### config.mk
export PLATFORM = sky130hd
export DESIGN_NAME = tchi2c_host_port
export DESIGN_NICKNAME = d
export VERILOG_FILES = /design/src/logic/tchi2c_pkg.sv /design/src/logic/tchi2c_reset_gen.sv /design/src/logic/tchi2c_host_port.sv
export SDC_FILE = /design/constraint.sdc
export NUM_CORES = 1
export LEC_CHECK = 0
export ABC_AREA = 1
export BUFFER_PORTS_ARGS = -buffer_cell sky130_fd_sc_hd__buf_2
export CORE_ASPECT_RATIO = 1.1
export CORE_MARGIN = 1
export CORE_UTILIZATION = 53
export CTS_CLUSTER_DIAMETER = 60
export DETAILED_ROUTE_END_ITERATION = 7
export PLACE_DENSITY = 0.76
export RECOVER_POWER = 25
export SLEW_MARGIN = 15
export SYNTH_ARGS = -nofsm -noshare
export SYNTH_HDL_FRONTEND = slang
export SYNTH_HIERARCHICAL = 1
export SYNTH_SLANG_ARGS = --single-unit
### constraint.sdc
create_clock -name mclk -period 2 [get_ports mclk]
set_clock_uncertainty 0.1 [all_clocks]
set_input_delay 0.2 -clock mclk [delete_from_list [all_inputs] [get_ports mclk]]
set_output_delay 0.2 -clock mclk [all_outputs]
set_load 0.05 [all_outputs]
### src/logic/tchi2c_pkg.sv
// Purpose: Shared constants for the touch controller serial host port.
// Assumes: 100 MHz mclk.
// Notes: Register map and timing constants.
package tchi2c_pkg;
    localparam int CLK_PERIOD_NS = 10;
    localparam logic [5:0] SLAVE_ADDR_HI = 6'b10_0100;
    localparam int CMD_ID_BIT = 7;
    localparam int CMD_ADDR_MSB = 6;
    localparam int CMD_ADDR_LSB = 3;
    localparam int CMD_BIAS_BIT = 1;
    localparam int CMD_DIR_BIT = 0;
    localparam int SOFT_RESET_BIT = 1;
    localparam logic [3:0] PTR_RESET = 4'h0;
    localparam logic [15:0] REG_RESET = 16'h0000;
    localparam logic [3:0] RW_FIRST = 4'h8;
    localparam logic [3:0] RW_LAST = 4'hE;
    // External reset pin timing
    localparam int RESET_ACCEPT_US = 10;
    localparam int RESET_REJECT_US = 5;
    localparam int SPIKE_NS = 20;
    localparam int RESET_ACCEPT_CYC = (RESET_ACCEPT_US * 1000) / CLK_PERIOD_NS;
    localparam int RESET_REJECT_CYC = (RESET_REJECT_US * 1000 + CLK_PERIOD_NS - 1) / CLK_PERIOD_NS;
    localparam int SPIKE_CYC = (SPIKE_NS + CLK_PERIOD_NS - 1) / CLK_PERIOD_NS;
    localparam int RESET_THRESH_CYC = (RESET_ACCEPT_CYC + RESET_REJECT_CYC) / 2;
    localparam int POR_STRETCH_CYC = 64;
    typedef enum {ST_IDLE, ST_ADDR, ST_ACK, ST_WRX, ST_TXB, ST_MACK, ST_SKIP} tchi2c_state_t;
endpackage : tchi2c_pkg

### src/logic/tchi2c_reset_gen.sv
// Purpose: Combines power-on, filtered pin and soft resets into one reset.
// Assumes: All inputs synchronous to mclk.
// Notes: Pin pulses are measured after spike filtering.
`timescale 1ns/100ps
module tchi2c_reset_gen
    import tchi2c_pkg::*;
(
    // Clock and power-good reset
    input wire logic mclk,
    input wire logic reset_n,
    // Reset sources
    input wire logic extReset_n,
    input wire logic softReset,
    // Results
    output logic hardReset,
    output logic anyReset
);
    logic [7:0] porCount;
    logic [3:0] spikeCount;
    logic pinLow;
    logic [15:0] lowCount;
    logic pinPulse;

    // Stretch the power-good reset
    always_ff @(posedge mclk or negedge reset_n) begin
        if (!reset_n) begin
            porCount <= 8'h00;
        end else if (porCount != 8'(POR_STRETCH_CYC)) begin
            porCount <= porCount + 8'h01;
        end
    end

    // Spike filter: pin must hold a new level for SPIKE_CYC+1 cycles
    always_ff @(posedge mclk or negedge reset_n) begin
        if (!reset_n) begin
            spikeCount <= 4'h0;
            pinLow <= 1'b0;
        end else if ((!extReset_n) == pinLow) begin
            spikeCount <= 4'h0;
        end else if (spikeCount == 4'(SPIKE_CYC)) begin
            pinLow <= !extReset_n;
            spikeCount <= 4'h0;
        end else begin
            spikeCount <= spikeCount + 4'h1;
        end
    end

    // Accept low pulses beyond the midpoint between 5 us and 10 us
    always_ff @(posedge mclk or negedge reset_n) begin
        if (!reset_n) begin
            lowCount <= 16'h0000;
            pinPulse <= 1'b0;
        end else if (pinLow) begin
            if (lowCount != 16'(RESET_THRESH_CYC)) begin
                lowCount <= lowCount + 16'h0001;
            end
            pinPulse <= (lowCount == 16'(RESET_THRESH_CYC));
        end else begin
            lowCount <= 16'h0000;
            pinPulse <= 1'b0;
        end
    end

    // Hard resets win over soft reset
    assign hardReset = (porCount != 8'(POR_STRETCH_CYC)) || pinPulse;
    assign anyReset = hardReset || softReset;
endmodule : tchi2c_reset_gen

### src/logic/tchi2c_host_port.sv
// Purpose: Serial slave host port with register pointer and reset logic.
// Assumes: SCL/SDA sampled synchronously to mclk; mclk much faster than SCL.
// Notes: Register words read through regRdData; writes go out on regWr*.
// How it works
// - Address is 100100 plus select pin
// - Select pin captured once after power-up
// - Address latched on SCL fall after direction
// - Eighth address bit picks read or write
// - Acknowledge matching address for one clock
// - Write cycle: command byte then acknowledge
// - Read: two bytes, master acks first
// - Clock stretching simply pauses the transfer
// - Pointer advances per register, wraps at 16
// - Stop ends high-speed, previous mode returns
// - Power-good creates a stretched internal reset
// - Pin reset accepted at 10us, not 5us
// - Pin glitches up to 20ns filtered
// - Soft reset bit holds until cleared
// - Hard resets outrank and clear soft reset
// - Direction bit sets pointer or writes register
// - Command bit 7 selects conversion byte
// - Bias keep-on level drives bias control
// - Writable registers only at 8 to E
`timescale 1ns/100ps
module tchi2c_host_port
    import tchi2c_pkg::*;
(
    // Clock and reset
    input wire logic mclk,
    input wire logic reset_n,
    // Pins
    input wire logic address_select_pin,
    input wire logic extReset_n,
    input wire logic sclIn,
    input wire logic sdaIn,
    output logic sdaOut,
    output logic sdaOe,
    // Register file side
    input wire logic [15:0] regRdData,
    output logic [3:0] regAddr,
    output logic regWrEn,
    output logic [15:0] regWrData,
    // Controls
    output logic bias_keep_on,
    output logic soft_reset_control,
    output logic [7:0] convCmd,
    output logic convCmdStrobe,
    output logic deviceReset
);
    // Protocol state and pin history
    tchi2c_state_t state;
    logic sclQ;
    logic sdaQ;
    logic addrLsb;
    logic addrCaught;
    logic isRead;
    logic matched;
    logic ackIsAddr;
    // Byte assembly and register pointer
    logic [7:0] shift;
    logic [3:0] bitCount;
    logic [3:0] register_pointer_bits;
    // Read word, byte half and write phase (0 command, 1 high, 2 low, 3 word done)
    logic [15:0] txWord;
    logic hiByte;
    logic [2:0] rxCount;
    // Outputs of the reset combiner
    logic hardReset;
    logic anyReset;

    wire sclRise = sclIn && !sclQ;
    wire sclFall = !sclIn && sclQ;
    wire startCond = sclIn && sclQ && sdaQ && !sdaIn;
    wire stopCond = sclIn && sclQ && !sdaQ && sdaIn;
    wire [7:0] rxByte = {shift[6:0], sdaIn};
    // Match address with latched select bit
    wire addrHit = (shift[7:1] == {SLAVE_ADDR_HI, addrLsb});
    wire cmdIsConv = shift[CMD_ID_BIT];
    wire ptrWritable = (register_pointer_bits >= RW_FIRST) && (register_pointer_bits <= RW_LAST);

    tchi2c_reset_gen u_reset (
        .mclk(mclk),
        .reset_n(reset_n),
        .extReset_n(extReset_n),
        .softReset(soft_reset_control),
        .hardReset(hardReset),
        .anyReset(anyReset)
    );
    assign deviceReset = anyReset;
    assign regAddr = register_pointer_bits;

    // Bit n of the outgoing word, counted from the top of the chosen byte
    function automatic logic tx_bit(input logic [15:0] w, input logic hi, input logic [3:0] n);
        return hi ? w[4'd15 - n] : w[4'd7 - n];
    endfunction : tx_bit


    // Pin sampling and one-time capture of the select pin
    always_ff @(posedge mclk or negedge reset_n) begin
        if (!reset_n) begin
            sclQ <= 1'b1;
            sdaQ <= 1'b1;
            addrLsb <= 1'b0;
            addrCaught <= 1'b0;
        end else begin
            sclQ <= sclIn;
            sdaQ <= sdaIn;
            if (!addrCaught) begin
                addrLsb <= address_select_pin;
                addrCaught <= 1'b1;
            end
        end
    end

    // Soft reset persists until written zero or a hard reset
    always_ff @(posedge mclk or negedge reset_n) begin
        if (!reset_n) begin
            soft_reset_control <= 1'b0;
        end else if (hardReset) begin
            soft_reset_control <= 1'b0;
        end else if (state == ST_WRX && sclFall && bitCount == 4'd8 && rxCount == 3'd0
                     && cmdIsConv) begin
            soft_reset_control <= shift[SOFT_RESET_BIT];
        end
    end

    // Protocol engine; no speed-mode state needed since timing follows SCL
    always_ff @(posedge mclk or negedge reset_n) begin
        if (!reset_n) begin
            state <= ST_IDLE;
            shift <= 8'h00;
            bitCount <= 4'h0;
            isRead <= 1'b0;
            matched <= 1'b0;
            ackIsAddr <= 1'b0;
            sdaOut <= 1'b1;
            sdaOe <= 1'b0;
            register_pointer_bits <= PTR_RESET;
            bias_keep_on <= 1'b0;
            regWrEn <= 1'b0;
            regWrData <= REG_RESET;
            convCmd <= 8'h00;
            convCmdStrobe <= 1'b0;
            txWord <= REG_RESET;
            hiByte <= 1'b1;
            rxCount <= 3'd0;
        end else if (hardReset) begin
            // Soft reset is handled below so the bus can still release it
            state <= ST_IDLE;
            sdaOe <= 1'b0;
            register_pointer_bits <= PTR_RESET;
            bias_keep_on <= 1'b0;
            regWrEn <= 1'b0;
            convCmdStrobe <= 1'b0;
            bitCount <= 4'h0;
            rxCount <= 3'd0;
        end else begin
            regWrEn <= 1'b0;
            convCmdStrobe <= 1'b0;
            if (startCond) begin
                state <= ST_ADDR; // Start or repeated start
                bitCount <= 4'h0;
                rxCount <= 3'd0; // Next write byte is a command
                sdaOe <= 1'b0;
            end else if (stopCond) begin
                state <= ST_IDLE;
                sdaOe <= 1'b0;
            end else begin
                case (state)
                    ST_IDLE: begin
                        sdaOe <= 1'b0;
                    end
                    ST_ADDR: begin
                        if (sclRise) begin
                            shift <= rxByte;
                            bitCount <= bitCount + 4'h1;
                        end
                        // Latch address on fall after the direction bit
                        if (sclFall && bitCount == 4'd8) begin
                            isRead <= shift[0];
                            matched <= addrHit;
                            if (addrHit) begin
                                sdaOut <= 1'b0;
                                sdaOe <= 1'b1;
                                ackIsAddr <= 1'b1;
                                state <= ST_ACK;
                            end else begin
                                state <= ST_SKIP;
                            end
                        end
                    end
                    ST_ACK: begin
                        // Release after one SCL clock
                        if (sclFall) begin
                            bitCount <= 4'h0;
                            // Step to the next register once a written word is acked
                            if (rxCount == 3'd3) begin
                                register_pointer_bits <= register_pointer_bits + 4'h1;
                                rxCount <= 3'd1;
                            end
                            if (ackIsAddr && isRead) begin
                                txWord <= regRdData;
                                hiByte <= 1'b1;
                                sdaOut <= tx_bit(regRdData, 1'b1, 4'h0);
                                sdaOe <= 1'b1;
                                state <= ST_TXB;
                            end else begin
                                sdaOe <= 1'b0;
                                state <= ST_WRX;
                            end
                            ackIsAddr <= 1'b0;
                        end
                    end
                    ST_WRX: begin
                        if (sclRise) begin
                            shift <= rxByte;
                            bitCount <= bitCount + 4'h1;
                        end
                        if (sclFall && bitCount == 4'd8) begin
                            sdaOut <= 1'b0;
                            sdaOe <= 1'b1;
                            state <= ST_ACK;
                            if (rxCount == 3'd0) begin
                                if (cmdIsConv) begin
                                    convCmd <= shift;
                                    convCmdStrobe <= 1'b1;
                                end else begin
                                    // Command byte fields
                                    register_pointer_bits <= shift[CMD_ADDR_MSB:CMD_ADDR_LSB];
                                    bias_keep_on <= shift[CMD_BIAS_BIT];
                                    // Pointer only, or data follows
                                    rxCount <= shift[CMD_DIR_BIT] ? 3'd0 : 3'd1;
                                end
                            end else if (rxCount == 3'd1) begin
                                regWrData[15:8] <= shift;
                                rxCount <= 3'd2;
                            end else begin
                                // Strobe while the pointer still names this register
                                regWrData[7:0] <= shift;
                                regWrEn <= ptrWritable;
                                rxCount <= 3'd3;
                            end
                        end
                    end
                    ST_TXB: begin
                        // Bits shift out on SCL falls; stretching just delays falls
                        if (sclFall) begin
                            bitCount <= bitCount + 4'h1;
                            if (bitCount == 4'd7) begin
                                sdaOe <= 1'b0;
                                state <= ST_MACK;
                                // Advance after the low byte so the next word is ready
                                if (!hiByte) begin
                                    register_pointer_bits <= register_pointer_bits + 4'h1;
                                end
                            end else begin
                                sdaOut <= tx_bit(txWord, hiByte, bitCount + 4'h1);
                            end
                        end
                    end
                    ST_MACK: begin
                        if (sclRise) begin
                            matched <= !sdaIn; // Low means master acknowledges
                        end
                        if (sclFall) begin
                            bitCount <= 4'h0;
                            if (!matched) begin
                                state <= ST_SKIP;
                            end else if (hiByte) begin
                                hiByte <= 1'b0;
                                sdaOut <= tx_bit(txWord, 1'b0, 4'h0);
                                sdaOe <= 1'b1;
                                state <= ST_TXB;
                            end else begin
                                // Pointer already names the next register
                                txWord <= regRdData;
                                hiByte <= 1'b1;
                                sdaOut <= tx_bit(regRdData, 1'b1, 4'h0);
                                sdaOe <= 1'b1;
                                state <= ST_TXB;
                            end
                        end
                    end
                    ST_SKIP: begin
                        sdaOe <= 1'b0;
                    end
                    default: begin
                        state <= ST_IDLE;
                    end
                endcase
            end
            // Soft reset clears the pointer and bias level, winning over a command
            if (soft_reset_control) begin
                register_pointer_bits <= PTR_RESET;
                bias_keep_on <= 1'b0;
            end
        end
    end
endmodule : tchi2c_host_port

==> results.py <==
metrics = {
    "sta": {
        "finalWorstSetupSlack_ns": 0.01842,
        "tns_ns": 0,
        "finalHoldWorstSlack_ns": 0.01832,
        "rsz0062_at_grt": "true",
        "fmax_ghz": 0.5046,
        "fin_crit_sh": 0.9908,
        "worst_slew_pin_slew_ns": 0.7985,
        "fin_crit_ns": 1.982,
        "slew-limit-headroom": 0.4676,
        "hold_violations": 0,
        "maxSlewViolCount": 0,
        "finalSetupViolCount": 0,
    },
    "global_routing": {
        "grt_usage": 0.2471,
        "overflow": 0,
        "grt_pass1_vias": 4770,
        "grt_pass1_wl_mm": 21.15,
        "grt_start_max_net_pins": 45,
        "antenna_found_initial": 0,
    },
    "clock_network": {
        "cts_sinks": 105,
        "htreeDepth": 3,
        "clk_pin_slew_ns": 0.11,
        "cts_tree": "done",
        "clock-root-buffer": "clkbuf_8",
        "clock_latency_ns": 0.37,
        "clock_path_buffers": 2,
        "cts-buffers-inserted": 9,
    },
    "synthesis": {
        "synthTopCellsByCount": "194 x nand2_1, 101 x dfrtp_1, 83 x inv_1, 77 x nand3_1, 52 x o21ai_0",
        "syn_inst": 698,
        "synth-async-reset-ratio": 1.000,
        "synth_top_area_share": 0.4614,
        "synth_top_area_cell": "dfrtp_1",
        "synthFlopType": "dfrtp_1",
        "yosysWarnings": 6,
        "syn_nets": 730,
        "netlist_area_mm2": 0.005478,
        "post-synth-top-count-cell": "nand2_1",
        "synth-seq-cells": 105,
        "synth_edf_count": 0,
        "synth_area_leaders": "dfrtp_1 46%, nand2_1 13%, nand3_1 7.0%",
        "syn_avg_cell_area_um2": 7.848,
        "seq_area_frac_synth": 0.4806,
        "synth_cell_types": 40,
    },
    "power": {
        "power_mw": 3.999,
        "vdd_ir_drop_max_v": 0.0004712,
        "powerDensity_mw_per_mm2": 605.6,
        "power_leakage_nw": 3.265,
    },
    "die": {
        "core_mm2": 0.009937,
        "chipWidth_um": 98.93,
        "fp.dieH_um": 108.6,
        "fp-row-count": 38,
        "die_area_mm2": 0.01075,
        "initial_utilization": 0.5512,
        "io_pins": 57,
    },
    "critical_path": {
        "startpoint_type": "register",
        "cpMaxStageDelayCell": "dfrtp_2",
        "startpoint": "state[0]",
        "regToRegStartpoint": "state[0]",
        "critPathRequiredTime_ns": 2.17,
        "crit_fanout": 9,
        "critical_path_arrival_ns": 2.15,
        "r2r_cells": 10,
        "worstSetupPathType": "register to register",
        "cp-end-kind": "register",
        "crit_chain": "inv_2 > nor2_2 > nand2_2 > nand2_2 > inv_2 > nor2_1 > nor2_4 > nand4_2 > nand2_1 > nand2_1",
        "slowest_delay_ns": 0.46,
    },
    "detailed_routing": {
        "drt-wirelength-per-cell_um": 13.73,
        "dr.pass1.iters": 4,
        "drc": 0,
        "totalWireLength_mm": 12.75,
        "avgViaCountPerCell": 5.378,
        "vias": 4991,
        "ant_nets": 0,
        "drtIter0Drc": 235,
    },
    "placement": {
        "dp_cells": 889,
        "place.gp.congestion": 0.9076,
        "pre_cts_slack_ns": -0.08517,
        "place_area_mm2": 0.006097,
        "io_buffers": 56,
        "hpwl_mm": 9.120,
    },
    "job": {
        "drv_cap": 0,
    },
    "final_layout": {
        "stdcell_area_mm2": 0.006603,
        "layoutNonFillerInstCount": 928,
        "drive_above_1_share": 0.2042,
        "diodes": 0,
        "synthToLayoutAreaGrowth_pct": 20.53,
        "post-route-util": 0.6644,
        "final_net_count": 835,
    },
    "min_path": {
        "hold_path_startpoint": "regRdData[15]",
        "hold_depth": 3,
        "hold_class": "input pin to register",
    },
    "outcome": {
        "status": "complete, no violations",
    },
}
[report_power, final]
| group | internal [mW] | total, mW | switching, mW |
|---|---|---|---|
| Clock | 0.604 | 1.39 | 0.781 |
| Combinational | 0.146 | 0.347 | 0.202 |
| Sequential | 2.18 | 2.27 | 0.0860 |
[worst max-delay path, delay by kind of cell (launching register included)]
kind	cells	cell delay, ns
buf+inv	2	0.26
flops	1	0.46
simple gates	8	1.05
[metal layers]
metal / track usage / up-vias / wire length [µm]
li1: - / 2444 / -
met1: 0.3018 / 2386 / 5525
met2: 0.4431 / 134 / 6461
met3: 0.03077 / 27 / 449
met4: 0.1055 / 0 / 310
met5: 0 / - / 0
[logic make-up (layout without fill, tap and decap cells)]
group           after synthesis  count (layout)  share of synthesized area
fa+ha+maj                    10              10                    0.02284
other cells                   1               1                  0.0006846
simple gates                378             379                     0.3118
compound gates               83              83                    0.07995
flops                       105             105                     0.4806
xor+xnor                     16              16                    0.02558
buf+inv                     104             213                    0.07652
mux                           1               1                   0.002056
[final timing paths]
| path | end | slack (ns) |
|---|---|---|
| min in group asynchronous | regWrData[0] | 0.33 |
| hold / removal | txWord[15] | 0.02 |
| hold reg to reg | convCmd[7] | 0.37 |
| setup reg to reg | txWord[13] | 0.02 |
| setup / recovery | txWord[13] | 0.02 |
| max in group asynchronous | state[1] | 0.27 |
[layout by cell type, fill, tap and decap left out, drive strengths merged]
master	Yosys	routed
a211oi	1	1
a21oi	11	11
a31oi	1	1
buf	7	82
bufinv	0	1
clkbuf	7	14
clkinv	1	2
conb	1	1
dfrtp	101	101
dfstp	4	4
dlygate4sd3	0	20
ha	10	10
inv	89	94
mux2	1	1
nand2	202	202
nand3	78	78
nand3b	4	4
nand4	15	16
nor2	63	63
nor2b	1	1
nor3	9	9
nor4	1	1
o211ai	2	2
o21a	3	3
o21ai	64	64
o31ai	1	1
or2	5	5
xnor2	8	8
xor2	8	8
[state kept, by name, summed over array words and instances (netlist names), 2 cells and up]
register,cells
txWord,16
bitCount,4
shift,8
regWrData,16
u_reset/spikeCount,4
rxCount,2
regAddr,4
u_reset/lowCount,16
u_reset/porCount,8
convCmd,8
state,3
[area by class of cell]
cell class                 count  area, µm²
multi-input combinational    490       2510
clock buffer                   9      123.9
clock inverter                 7      81.33
sequential                   105       2636
inverter                      90      347.8
timing repair buffer         107      753.2
fill                         866       3334
tap                          120      150.1
[what timing repair did]
| item | CTS | global route |
|---|---|---|
| hold buffers | 20 | 0 |
| hold endpoints to repair | 49 | 0 |
| endpoints found under the setup margin | 35 | 66 |
| resized for setup | 9 | 25 |
| buffers inserted | 0 | 1 |
| pin swaps | 1 | 3 |
| gates cloned | 0 | 2 |
Note: power is estimated with default switching activity, not from simulation.
